$ cat src/pkg/adcc_params.svh
`ifndef ADCC_PARAMS_SVH
`define ADCC_PARAMS_SVH
// ==========================================================
// widths
`define ADCC_RES_W 12
`define ADCC_CH_COUNT 10
`define ADCC_ADDR_W 3
// ==========================================================
// register offsets
`define ADCC_OFS_RES_LOW 3'h0
`define ADCC_OFS_RES_HIGH 3'h1
`define ADCC_OFS_CTL0 3'h2
`define ADCC_OFS_CTL1 3'h3
// ==========================================================
// control zero field positions
`define ADCC_C0_START 7
`define ADCC_C0_BUSY 6
`define ADCC_C0_EN 5
`define ADCC_C0_RFS 4
`define ADCC_C0_CH_HI 3
`define ADCC_C0_CH_LO 0
// ==========================================================
// control one field positions
`define ADCC_C1_SRC_HI 7
`define ADCC_C1_SRC_LO 5
`define ADCC_C1_REF_HI 4
`define ADCC_C1_REF_LO 3
`define ADCC_C1_CLK_HI 2
`define ADCC_C1_CLK_LO 0
// ==========================================================
// codes and reset values
`define ADCC_SRC_INT 3'h1
`define ADCC_SRC_GND_LO 3'h2
`define ADCC_SRC_GND_HI 3'h4
`define ADCC_CH_LAST 4'h9
`define ADCC_CTL_RST 8'h00
`define ADCC_RES_RST 12'h000
`define ADCC_MSB_IDX 4'hb
`define ADCC_DIV_W 7
`endif

$ cat src/pkg/adcc_pkg.sv
`default_nettype none
package adcc_pkg;
    // conversion engine states
    typedef enum logic [1:0] {SAR_IDLE, SAR_SAMPLE, SAR_CONVERT} adcc_sar_e;
    // justified byte pair
    typedef struct packed {
        logic [7:0] high;
        logic [7:0] low;
    } adcc_pair_s;
endpackage
`default_nettype wire

$ cat src/pkg/adcc_sar_if.sv
`timescale 1ns/100ps
`default_nettype none
`include "adcc_params.svh"
// ==========================================================
// control side to conversion engine
interface adcc_sar_if;
    logic start; // one-cycle go
    logic abort; // converter switched off
    logic tick; // divided conversion clock pulse
    logic comp; // synchronised comparator
    logic busy; // conversion running
    logic done; // one-cycle result valid
    logic [`ADCC_RES_W-1:0] result; // final code
    logic [`ADCC_RES_W-1:0] trial; // dac trial code
    modport ctrl (output start, abort, tick, comp, input busy, done, result, trial);
    modport engine (input start, abort, tick, comp, output busy, done, result, trial);
endinterface
`default_nettype wire

$ cat src/logic/adcc_sar.sv
`timescale 1ns/100ps
`default_nettype none
`include "adcc_params.svh"
// ==========================================================
// successive approximation sequencer
module adcc_sar
(
    // clock and reset
    input wire logic clk,
    input wire logic rst,
    // link to control
    adcc_sar_if.engine sar
);
    adcc_pkg::adcc_sar_e state_r, state_nxt; // sequencer state
    logic [3:0] idx_r, idx_nxt; // bit under trial
    logic [`ADCC_RES_W-1:0] trial_r, trial_nxt; // code being built
    logic done_r, done_nxt; // completion pulse

    // ==========================================================
    // next state
    always_comb
    begin
        state_nxt = state_r;
        idx_nxt = idx_r;
        trial_nxt = trial_r;
        done_nxt = 1'b0;
        case (state_r)
            adcc_pkg::SAR_IDLE:
            begin
                // start only honoured when idle
                if (sar.start)
                begin
                    state_nxt = adcc_pkg::SAR_SAMPLE;
                    trial_nxt = `ADCC_RES_RST;
                end
            end
            adcc_pkg::SAR_SAMPLE:
            begin
                // one divided period to settle the input
                if (sar.tick)
                begin
                    state_nxt = adcc_pkg::SAR_CONVERT;
                    idx_nxt = `ADCC_MSB_IDX;
                    trial_nxt[`ADCC_MSB_IDX] = 1'b1;
                end
            end
            adcc_pkg::SAR_CONVERT:
            begin
                if (sar.tick)
                begin
                    // drop the bit if the input is below the trial
                    if (!sar.comp)
                        trial_nxt[idx_r] = 1'b0;
                    if (idx_r == 4'h0)
                    begin
                        state_nxt = adcc_pkg::SAR_IDLE;
                        done_nxt = 1'b1;
                    end
                    else
                    begin
                        idx_nxt = idx_r - 4'h1;
                        trial_nxt[idx_r - 4'h1] = 1'b1;
                    end
                end
            end
            default:
                state_nxt = adcc_pkg::SAR_IDLE;
        endcase
        // switching off kills the conversion, no result
        if (sar.abort)
        begin
            state_nxt = adcc_pkg::SAR_IDLE;
            done_nxt = 1'b0;
        end
    end

    // ==========================================================
    // registers
    always_ff @(posedge clk)
    begin
        if (rst)
        begin
            state_r <= adcc_pkg::SAR_IDLE;
            idx_r <= 4'h0;
            trial_r <= `ADCC_RES_RST;
            done_r <= 1'b0;
        end
        else
        begin
            state_r <= state_nxt;
            idx_r <= idx_nxt;
            trial_r <= trial_nxt;
            done_r <= done_nxt;
        end
    end

    assign sar.busy = (state_r != adcc_pkg::SAR_IDLE);
    assign sar.done = done_r;
    assign sar.result = trial_r;
    assign sar.trial = trial_r;
endmodule // adcc_sar
`default_nettype wire

$ cat src/logic/adcc_top.sv
// The placing of the registers and strobed register access are this design's own decisions.
`timescale 1ns/100ps
`default_nettype none
`include "adcc_params.svh"
module adcc_top
(
    // clock and reset
    input wire logic SYS_CLK,
    input wire logic RESET,
    // register port
    input wire logic [`ADCC_ADDR_W-1:0] REG_ADDR,
    input wire logic [7:0] REG_WDATA,
    input wire logic REG_WR,
    input wire logic REG_RD,
    output logic [7:0] REG_RDATA,
    // analog front end
    input wire logic COMP_IN,
    output logic ADC_POWER_EN,
    output logic [`ADCC_RES_W-1:0] DAC_TRIAL,
    output logic [3:0] EXT_CHANNEL_SEL,
    output logic MUX_EXT_EN,
    output logic MUX_INT_EN,
    output logic MUX_GND_EN,
    output logic [1:0] REF_SOURCE_SEL,
    // pin sharing
    input wire logic [`ADCC_CH_COUNT-1:0] PIN_ANALOG_SEL,
    input wire logic [`ADCC_CH_COUNT-1:0] GPIO_OE,
    input wire logic [`ADCC_CH_COUNT-1:0] GPIO_PULLUP,
    output logic [`ADCC_CH_COUNT-1:0] PAD_OE,
    output logic [`ADCC_CH_COUNT-1:0] PAD_PULLUP_EN,
    output logic [`ADCC_CH_COUNT-1:0] PAD_ANALOG_EN
);
    // ==========================================================
    // declarations
    adcc_sar_if sar (); // link to the engine
    logic start_r, start_nxt; // start bit
    logic enable_r, enable_nxt; // converter enable
    logic justify_r, justify_nxt; // result format
    logic [3:0] chan_r, chan_nxt; // external channel select
    logic [7:0] ctl1_r, ctl1_nxt; // control one image
    logic [`ADCC_RES_W-1:0] result_r, result_nxt; // stored result
    logic [7:0] rdata_r, rdata_nxt; // read data, one cycle late
    logic [`ADCC_DIV_W-1:0] div_r, div_nxt; // prescaler count
    logic [1:0] comp_sync_r; // comparator synchroniser
    logic start_fire; // start bit fell
    logic [2:0] src_sel; // input source field
    logic [2:0] clk_sel; // clock rate field
    logic src_ground; // source codes that ground the input
    adcc_pkg::adcc_pair_s pair; // justified bytes

    // ==========================================================
    // functions
    // prescaler mask for a rate code
    function automatic logic [`ADCC_DIV_W-1:0] div_mask(input logic [2:0] code);
        logic [`ADCC_DIV_W:0] one_hot;
        one_hot = '0;
        one_hot[code] = 1'b1;
        div_mask = `ADCC_DIV_W'(one_hot - 1'b1);
    endfunction

    // justify a code into the byte pair
    function automatic adcc_pkg::adcc_pair_s justify(input logic rfs, input logic [`ADCC_RES_W-1:0] d);
        adcc_pkg::adcc_pair_s p;
        if (rfs)
        begin
            p.high = {4'h0, d[11:8]};
            p.low = d[7:0];
        end
        else
        begin
            p.high = d[11:4];
            p.low = {d[3:0], 4'h0};
        end
        justify = p;
    endfunction

    // ==========================================================
    // field views
    assign src_sel = ctl1_r[`ADCC_C1_SRC_HI:`ADCC_C1_SRC_LO];
    assign clk_sel = ctl1_r[`ADCC_C1_CLK_HI:`ADCC_C1_CLK_LO];
    assign src_ground = (src_sel >= `ADCC_SRC_GND_LO) && (src_sel <= `ADCC_SRC_GND_HI);
    assign pair = justify(justify_r, result_r);

    // start fires when a written 1 is written back to 0 while the converter is enabled
    assign start_fire = REG_WR && (REG_ADDR == `ADCC_OFS_CTL0) && start_r
        && !REG_WDATA[`ADCC_C0_START] && enable_r;

    // ==========================================================
    // comparator synchroniser, comes from the analog side
    always_ff @(posedge SYS_CLK)
    begin
        if (RESET)
            comp_sync_r <= 2'h0;
        else
            comp_sync_r <= {comp_sync_r[0], COMP_IN};
    end

    // ==========================================================
    // control register next values
    always_comb
    begin
        start_nxt = start_r;
        enable_nxt = enable_r;
        justify_nxt = justify_r;
        chan_nxt = chan_r;
        ctl1_nxt = ctl1_r;
        if (REG_WR)
        begin
            case (REG_ADDR)
                `ADCC_OFS_CTL0:
                begin
                    // busy bit is read only, write ignored
                    start_nxt = REG_WDATA[`ADCC_C0_START];
                    enable_nxt = REG_WDATA[`ADCC_C0_EN];
                    justify_nxt = REG_WDATA[`ADCC_C0_RFS];
                    chan_nxt = REG_WDATA[`ADCC_C0_CH_HI:`ADCC_C0_CH_LO];
                end
                `ADCC_OFS_CTL1:
                    ctl1_nxt = REG_WDATA;
                default:
                    ; // result registers and holes are read only
            endcase
        end
    end

    // ==========================================================
    // control registers
    always_ff @(posedge SYS_CLK)
    begin
        if (RESET)
        begin
            start_r <= 1'b0;
            enable_r <= 1'b0;
            justify_r <= 1'b0;
            chan_r <= 4'h0;
            ctl1_r <= `ADCC_CTL_RST;
        end
        else
        begin
            start_r <= start_nxt;
            enable_r <= enable_nxt;
            justify_r <= justify_nxt;
            chan_r <= chan_nxt;
            ctl1_r <= ctl1_nxt;
        end
    end

    // ==========================================================
    // result and prescaler next values
    always_comb
    begin
        result_nxt = result_r;
        // a disabled converter never touches the result
        if (sar.done && enable_r)
            result_nxt = sar.result;
        // free running prescaler; wraps at 2^7
        div_nxt = div_r + `ADCC_DIV_W'(1);
    end

    // ==========================================================
    // result and prescaler registers
    always_ff @(posedge SYS_CLK)
    begin
        if (RESET)
        begin
            result_r <= `ADCC_RES_RST;
            div_r <= '0;
        end
        else
        begin
            result_r <= result_nxt;
            div_r <= div_nxt;
        end
    end

    // ==========================================================
    // read data next value, zero unless a read was made
    always_comb
    begin
        rdata_nxt = 8'h00;
        if (REG_RD)
        begin
            case (REG_ADDR)
                `ADCC_OFS_RES_LOW:
                    rdata_nxt = pair.low;
                `ADCC_OFS_RES_HIGH:
                    rdata_nxt = pair.high;
                `ADCC_OFS_CTL0:
                    rdata_nxt = {start_r, sar.busy, enable_r, justify_r, chan_r};
                `ADCC_OFS_CTL1:
                    rdata_nxt = ctl1_r;
                default:
                    rdata_nxt = 8'h00; // unmapped reads as zero
            endcase
        end
    end

    // ==========================================================
    // read data register
    always_ff @(posedge SYS_CLK)
    begin
        if (RESET)
            rdata_r <= 8'h00;
        else
            rdata_r <= rdata_nxt;
    end
    assign REG_RDATA = rdata_r;

    // ==========================================================
    // engine hookup
    assign sar.start = start_fire;
    assign sar.abort = !enable_r;
    // tick when the low code bits of the count are all ones
    assign sar.tick = ((div_r & div_mask(clk_sel)) == div_mask(clk_sel));
    assign sar.comp = comp_sync_r[1];

    adcc_sar u_sar
    (
        .clk (SYS_CLK),
        .rst (RESET),
        .sar (sar.engine)
    );

    // ==========================================================
    // analog front end steering
    assign ADC_POWER_EN = enable_r;
    assign DAC_TRIAL = sar.trial;
    assign REF_SOURCE_SEL = ctl1_r[`ADCC_C1_REF_HI:`ADCC_C1_REF_LO];
    assign EXT_CHANNEL_SEL = chan_r;
    // codes above nine leave the external input floating
    assign MUX_EXT_EN = !src_ground && (src_sel != `ADCC_SRC_INT) && (chan_r <= `ADCC_CH_LAST);
    assign MUX_INT_EN = (src_sel == `ADCC_SRC_INT);
    assign MUX_GND_EN = src_ground;

    // ==========================================================
    // pin sharing, per pin
    genvar gi;
    generate
        for (gi = 0; gi < `ADCC_CH_COUNT; gi++)
        begin : g_pin
            // analog use removes drive and pull-high outright
            assign PAD_OE[gi] = GPIO_OE[gi] && !PIN_ANALOG_SEL[gi];
            assign PAD_PULLUP_EN[gi] = GPIO_PULLUP[gi] && !PIN_ANALOG_SEL[gi];
            assign PAD_ANALOG_EN[gi] = PIN_ANALOG_SEL[gi];
        end
    endgenerate
endmodule // adcc_top
`default_nettype wire

$ cat config.mk
export PLATFORM = sky130hd
export DESIGN_NAME = adcc_top
export DESIGN_NICKNAME = d
export VERILOG_FILES = /design/src/pkg/adcc_pkg.sv /design/src/pkg/adcc_sar_if.sv /design/src/logic/adcc_sar.sv /design/src/logic/adcc_top.sv
export VERILOG_INCLUDE_DIRS = /design/src /design/src/pkg
export SDC_FILE = /design/constraint.sdc
export NUM_CORES = 1
export LEC_CHECK = 0
export BUFFER_PORTS_ARGS = -buffer_cell sky130_fd_sc_hd__buf_4
export CORE_ASPECT_RATIO = 1.2
export CORE_MARGIN = 2
export CORE_UTILIZATION = 55
export DETAILED_ROUTE_END_ITERATION = 7
export PLACE_DENSITY = 0.85
export SETUP_SLACK_MARGIN = 0.3
export SKIP_LAST_GASP = 1
export SLEW_MARGIN = 20
export SYNTH_ARGS = -nofsm -noshare
export SYNTH_HDL_FRONTEND = slang
export SYNTH_SLANG_ARGS = --single-unit
$ cat constraint.sdc
create_clock -name SYS_CLK -period 3.75 [get_ports SYS_CLK]
set_input_delay 1.125 -clock SYS_CLK [delete_from_list [all_inputs] [get_ports SYS_CLK]]
set_output_delay 1.125 -clock SYS_CLK [all_outputs]
set_load 0.01 [all_outputs]
Word level (Yosys, flattened, before mapping):

Cells that the tools add are included.

* bits in writable memories: 0
* latch bits: 0
* memories: 0
* logic and storage cells: 133
* output and inout port bits: 60
* bits of input ports: 46
* memory bits (read-only): 0
* bits in registers: 63

* reduce and logical (&&, ||, !) cells: 59
* bitwise operators: 8
* magnitude comparators: 9
* div/mod/pow operators: 0
* add/sub/neg operators: 3
* shifts and indexed selects: 0
* eq/ne operators: 13
* multiplexer cells: 27
* $mul: 0

Operators by type and width (count)
* $mux W12: 6
* $pmux W8 S4: 1
* $logic_and A1 B1 Y1: 31
* $pmux W11 S2: 1
* $mux W16: 1
* $and A12 B12 Y12: 1
* $logic_not A1 Y1: 12
* $mux W4: 3
* $not A12 Y12: 1
* $or A12 B12 Y12: 1
* $reduce_and A4 Y1: 3
* $lt A4 B5 Y1 const B: 2
* $demux W1 S4: 2
* $ge A4 B1 Y1 const B: 2
* $mux W2: 4
* $ne A2 B2 Y1 const B: 4
* $pmux W4 S2: 1
* $add A7 B1 Y7 const B: 1
* $and A7 B7 Y7: 1
* $eq A7 B7 Y1: 1
* $sub A7 B1 Y7 const B: 1
* $eq A3 B1 Y1 const B: 2
* $eq A3 B2 Y1 const B: 2
* $pmux W2 S3: 1
* other kinds (23): 34

Depth between registers and ports, before layout:

Gate-level depths: netlist of the first run.

* depth after elaboration: 13
* gate-level depth with buffers: 9
* depth with buffers taken out: 8

By module:

From an unflattened synthesis of the first run, not the netlist that was laid out.

* cell total of the unflattened synthesis: 415
* area total of the unflattened synthesis: 3452.1 um2

Modules (own cells, without submodules)
* adcc_top: instances 1, area each 2097.0 um2, cells each 257, seq. area each 880.8 um2
* adcc_sar: instances 1, area each 1355.0 um2, cells each 158, seq. area each 380.4 um2

Worst setup path after synthesis of the first run:

Ideal clock, no wire load.

* kind: input port to output port
* start: input GPIO_OE[0]
* end: output PAD_OE[0]
* path buffers: 0
* cell stages on the path: 1
* data required time: 2.625 ns
* setup slack: 1.303 ns
* arrival time: 1.322 ns
* path through: nor2b_1

* longest elaborated chain between the ends: 1

Ends and longest elaborated chain
* start: declaration: RTL line adcc_top.sv:27 `` input wire logic [`ADCC_CH_COUNT-1:0] GPIO_OE, ``
* $logic_and A1 B1 Y1: RTL line adcc_top.sv:242 `assign PAD_OE[gi] = GPIO_OE[gi] && !PIN_ANALOG_SEL[gi];`
* end: declaration: RTL line adcc_top.sv:29 `` output logic [`ADCC_CH_COUNT-1:0] PAD_OE, ``

Every way passes these cells.

Final worst setup path of the first run:

* start: input PIN_ANALOG_SEL[6]
* end: output PAD_OE[6]

* longest elaborated chain between the ends: 2

Ends and longest elaborated chain
* start: declaration: RTL line adcc_top.sv:26 `` input wire logic [`ADCC_CH_COUNT-1:0] PIN_ANALOG_SEL, ``
* $logic_not A1 Y1: RTL line adcc_top.sv:242
* $logic_and A1 B1 Y1: RTL line adcc_top.sv:242

Every way passes these cells.

==> results of run 1 <==
==> registers in the layout, summed over array words and instances (netlist names) <==
name,flops
result_r,12
start_r,1
ADC_POWER_EN,1
u_sar.sar.done,1
u_sar.idx_r,4
ctl1_r,8
comp_sync_r,2
REG_RDATA,8
div_r,7
EXT_CHANNEL_SEL,4
u_sar.state_r,2
justify_r,1
u_sar.sar.result,12
==> worst max path at each step <==
stage / startpoint / endpoint / slack, ns
2_1_floorplan: GPIO_OE[0] / PAD_OE[0] / 1.30
3_3_place_gp: REG_ADDR[2] / u_sar.sar.result[10] / 1.06
3_5_place_dp: REG_ADDR[2] / u_sar.sar.result[10] / 1.03
4_1_cts: PIN_ANALOG_SEL[6] / PAD_OE[6] / 1.12
5_1_grt: PIN_ANALOG_SEL[6] / PAD_OE[6] / 1.08
6_report: PIN_ANALOG_SEL[6] / PAD_OE[6] / 1.13
==> metal layers <==
layer	vias to the layer above	global-route usage	share of wire
met5	-	0	0
met4	0	0.0864	0.019
met3	19	0.0560	0.065
met2	124	0.452	0.53
met1	1523	0.280	0.39
li1	1617	-	-
==> power groups by stage <==
stage	clock [mW]	combinational [mW]	sequential, mW
global route	0.608	0.144	0.687
detailed placement	0	0.133	0.701
global placement	0	0.130	0.701
finish	0.581	0.133	0.686
CTS	0.584	0.134	0.686
floorplan	0	0.0660	0.698
==> metrics by stage <==
| stage | hold WS, ns | total power, mW | instances | cell area, sq um | util |
|---|---|---|---|---|---|
| 2_1_floorplan | 0.414 | 0.764 | 415 | 3420 | - |
| 3_3_place_gp | 0.426 | 0.831 | 571 | 4130 | 0.686 |
| 3_5_place_dp | 0.435 | 0.835 | 571 | 4130 | 0.686 |
| 4_1_cts | 0.457 | 1.40 | 587 | 4320 | 0.718 |
| 5_1_grt | 0.487 | 1.44 | 587 | 4320 | 0.718 |
| 6_report | 0.452 | 1.40 | 587 | 4320 | 0.718 |
==> worst register-to-register path, cell delays in order, from the launching register on <==
cell and delay [ns]:
dfxtp_1 0.48, inv_1 0.14, ha_1 0.38, nand3_1 0.12, o21ai_0 0.15, a22o_1 0.28, a22oi_1 0.17, nor2_1 0.07
==> area by class of cell <==
type / instances / area [sq um]
Clock inverter: 4 / 45.0
Multi-Input combinational cell: 312 / 1940
Clock buffer: 12 / 145
Tap cell: 82 / 103
Sequential cell: 63 / 1260
Inverter: 9 / 33.8
Timing Repair Buffer: 105 / 788
Fill cell: 479 / 1700
==> cells in the final DEF (no fill, tap or decap), drive strengths merged, types with 2 or more instances in the layout <==
cell type / count
xor2: 4
nand2b: 3
a31oi: 4
o22ai: 2
a21oi: 46
clkbuf: 12
nor2b: 30
ha: 10
o31ai: 4
inv: 9
o21a: 2
nand4b: 2
a311oi: 2
nand3b: 3
nor2: 35
a22oi: 11
xnor2: 2
a221oi: 8
o21bai: 2
nor3: 4
nand3: 11
mux2: 4
o21ai: 8
a22o: 9
clkinv: 3
dfxtp: 63
and2: 4
mux2i: 6
buf: 105
nor3b: 3
nand2: 79
==> cells by family after synthesis <==
kind of cell | Yosys count
and+or+nand+nor | 178
AOI/OAI and AO/OA | 108
buffers and inverters | 40
muxes | 10
xor gates and xnor gates | 6
DFF | 63
adders and majority gates | 10
==> flow_summary.ini, run 1 <==
[synthesis]
synth_most_common_cell = nand2_1
synth_adder_area_share = 0.0366
syn_area_sq_um = 3420
syn_inst = 415
synth_ff_type = dfxtp_1
synth_top_area_cell = dfxtp_1
synth_compound_area_frac = 0.234
synthXorXnorAreaFrac = 0.0154
synth_cell_types = 63
synthesis.nets = 471
synthArstFlopShare = 0
synth_top_family_by_area = simple AND/OR/NAND/NOR gates
synth_common_cells = nand2_1 (78), dfxtp_1 (63), a21oi_1 (43), nor2_1 (32), nor2b_1 (30)
synth_edf_count = 0
yosysSeqAreaShare = 0.369
synthMuxAreaShare = 0.0307
yosys-top-cells-area = dfxtp_1 (37%), nand2_1 (8.6%), a21oi_1 (6.3%)
synth_top_area_frac = 0.369
ys_seq_elements = 63
syn_avg_cell_area_sq_um = 8.24
synthSimpleGateAreaFrac = 0.250
yosysWarnings = 0

[worst_hold_path]
hold_end = comp_sync_r[1]
hold_path.startpoint = comp_sync_r[0]
hold_depth = 1
min-delay-path-class = flip-flop to flip-flop

[layout]
synthToLayoutAreaGrowth_pct = 26.2
fin_nets = 556
layout-drive-gt1-share = 0.293
num_antenna_cells = 0

[pwr]
power_frac_comb = 0.095
pwr-share-clk = 0.415
pwr_density_cell_nw_per_um2 = 325
p_leak_nw = 1.70
max-vdd-ir-drop_mv = 0.263
power_switching_uw = 331
p_sw_frac = 0.236
seqPwrFrac = 0.490
p_int_mw = 1.07

[sta]
setup_tns_ns = 0
timing.final.ws_setup_ns = 1.13
clock-skew-final_ns = 0.00993
slew_headroom = 0.623
worst_slew_pin_slew_ns = 0.565
finalMaxSlewViolations = 0
max_clock_freq_mhz = 382
timing.final.crit_share = 0.699
setup_viol = 0
finalCriticalPeriod_ns = 2.62
hold_viol = 0
rsz0062_at_grt = no

[drt]
routed_wl_mm = 8.53
num_vias = 3283
drtIter0Drc = 189
vias_per_cell = 5.59
detail-route-antenna-nets = 0
dr.pass1.iters = 5
wl_per_cell_um = 14.5
remaining_drc_errors = 0

[setup_path]
setup.worst_path.start_class = primary input
crit_family = buffers and inverters
cp.required_ns = 2.62
timing.rr.end = u_sar.sar.result[6]
ff2ff_setup_slack_ns = 1.82
path_cells = buf_4, nor2b_1, buf_4
path_common_cell = buf_4
critical_path.slowest_cell = buf_4
crit_type = primary input to output port
end_kind = output port
worstSetupPathDepth = 3
r2r-start = u_sar.idx_r[0]
cp.buffers_inverters = 2
critPathMaxStageDelay_ns = 0.13
cp.arrival_ns = 1.50
cp_max_fo = 3
r2r_cells = 7

[clocking]
hold_buffers = 0
clk_pin_slew_ns = 0.07
cts_tree = done
clk_latency_ns = 0.34
ctsResizeCount = 0
htree_levels = 3
root_buffer = clkbuf_8
cts_sinks = 63
post_cts_buffers = 0
clk_path_buf_depth = 2
cts_buffers = 9

[die]
core_area_sq_um = 6010
num_io_pins = 106
die_area_sq_um = 6870
placementRows = 31
chipHeight_um = 90.4
die_x_um = 76.0
start_util = 0.569

[placed_design]
dpl.hpwl_mm = 6.36
io_buffer_count = 105
gp_congestion = 0.925
pre_cts_ws_ns = 1.03

[grt]
grt_pass1_vias = 2994
overflow = 0
antenna_found_initial = 0
grt_util_all_layers = 0.247
grt_pass1_wl_mm = 13.9
grt_max_degree = 57

[status]
run_status = finished clean

[flow_run]
max-cap-violations = 0
Power figures use the tool's default switching activity.
==> run 2, diff against run 1 <==
- CORE_UTILIZATION: 55 -> 51
- PLACE_DENSITY: 0.85 -> 0.8
- clock period: 3.75 -> 2.65 ns (I/O delays scaled with it)
==> flow_summary.ini, run 2 (same netlist as run 1, synthesis figures left out) <==
[clocking]
hold_buffers = 0
clk_latency_ns = 0.35
ctsResizeCount = 0
clk_pin_slew_ns = 0.07
cts_buffers = 9
post_cts_buffers = 0
cts_sinks = 63
htree_levels = 3
clk_path_buf_depth = 2
root_buffer = clkbuf_8
cts_tree = done

[setup_path]
end_kind = output port
cp_max_fo = 4
ff2ff_setup_slack_ns = 0.71
timing.rr.end = u_sar.sar.result[0]
cp.arrival_ns = 1.45
r2r-start = u_sar.idx_r[0]
r2r_cells = 8
cp.required_ns = 1.86
crit_type = flip-flop to output port
setup.worst_path.start_class = flip-flop

[die]
die_area_sq_um = 7380
die_x_um = 78.8
chipHeight_um = 93.7
num_io_pins = 106
start_util = 0.531
core_area_sq_um = 6450
placementRows = 32

[sta]
rsz0062_at_grt = no
timing.final.ws_setup_ns = 0.401
finalMaxSlewViolations = 0
setup_tns_ns = 0
setup_viol = 0
hold_viol = 0
hold_ws_ns = 0.445
max_clock_freq_mhz = 445
worst_slew_pin_slew_ns = 0.567
slew_headroom = 0.622
timing.final.crit_share = 0.849
clock-skew-final_ns = 0.00800
finalCriticalPeriod_ns = 2.25

[placed_design]
io_buffer_count = 105
gp_congestion = 0.876
dpl.hpwl_mm = 6.43
place_area_sq_um = 4140
pre_cts_ws_ns = 0.456

[grt]
antenna_found_initial = 0
grt_pass1_wl_mm = 14.0
grt_pass1_vias = 3123
overflow = 0
grt_max_degree = 57
grt_util_all_layers = 0.241

[layout]
synthToLayoutAreaGrowth_pct = 26.9
num_antenna_cells = 0
layout-drive-gt1-share = 0.296
final_cell_mix = buf_4 (107), nand2_1 (78), dfxtp_1 (63)
nFillCells = 538
fin_nets = 558
final_area_sq_um = 4340
layout_commonest_cell = buf_4

[drt]
dr.pass1.iters = 5
wl_per_cell_um = 14.5
num_vias = 3262
detail-route-antenna-nets = 0
vias_per_cell = 5.52
routed_wl_mm = 8.57
remaining_drc_errors = 0
drtIter0Drc = 176

[worst_hold_path]
hold_path.startpoint = comp_sync_r[0]
hold_depth = 1
hold_end = comp_sync_r[1]
min-delay-path-class = flip-flop to flip-flop

[pwr]
max-vdd-ir-drop_mv = 0.324
pwr_density_cell_nw_per_um2 = 460
total_power_mw = 2.00
p_leak_nw = 1.71

[status]
run_status = finished clean

[flow_run]
max-cap-violations = 0
run 2: changes by cell type in the layout (fill, tap and decap cells not counted), sizes merged:
cell / delta
buf: +2
clkinv: -2
clkinvlp: +1
run 2: critical path, stage by stage (launching register included):
cell and delay [ns]:
dfxtp_1 0.41, mux2_2 0.37, nor3_1 0.19, buf_4 0.15
run 2: area by class of cell:
cell class,instances,area [sq um],area share
multi-input combinational,312,1940,0.447
sequential,63,1260,0.290
timing repair buffer,107,803,0.185
clock buffer,12,155,0.0357
tap,85,106,0.0245
clock inverter,3,42.5,0.00980
inverter,9,33.8,0.00778
run 2: worst max-delay path by stage:
stage / start / to / slack, ns / depth (start not counted)
final: ctl1_r[7] / MUX_EXT_EN / 0.40 / 3
after CTS: ctl1_r[7] / MUX_EXT_EN / 0.38 / 3
after global routing: ctl1_r[7] / MUX_EXT_EN / 0.34 / 3
after detailed placement: REG_ADDR[2] / u_sar.sar.result[9] / 0.46 / 7
after global placement: REG_ADDR[2] / u_sar.sar.result[10] / 0.52 / 7
after floorplan: REG_ADDR[2] / u_sar.sar.result[1] / 0.65 / 8
run 2: report_power, final:
group / leakage (nW) / internal (mW) / total, mW / switching (mW)
clock network: 0.0985 / 0.479 / 0.837 / 0.358
registers: 0.509 / 0.957 / 0.972 / 0.0147
logic: 1.10 / 0.103 / 0.189 / 0.0863
run 2: per-layer routing:
| layer | wire length [um] | track usage |
|---|---|---|
| met1 | 3330 | 0.259 |
| met2 | 4370 | 0.442 |
| met3 | 689 | 0.0577 |
| met4 | 173 | 0.107 |
| met5 | 0 | 0 |
run 2: stage by stage:
stage	cells	util
6_report	591	0.674
5_1_grt	591	0.674
4_1_cts	591	0.674
3_5_place_dp	576	0.643
3_3_place_gp	576	0.643
2_1_floorplan	415	-
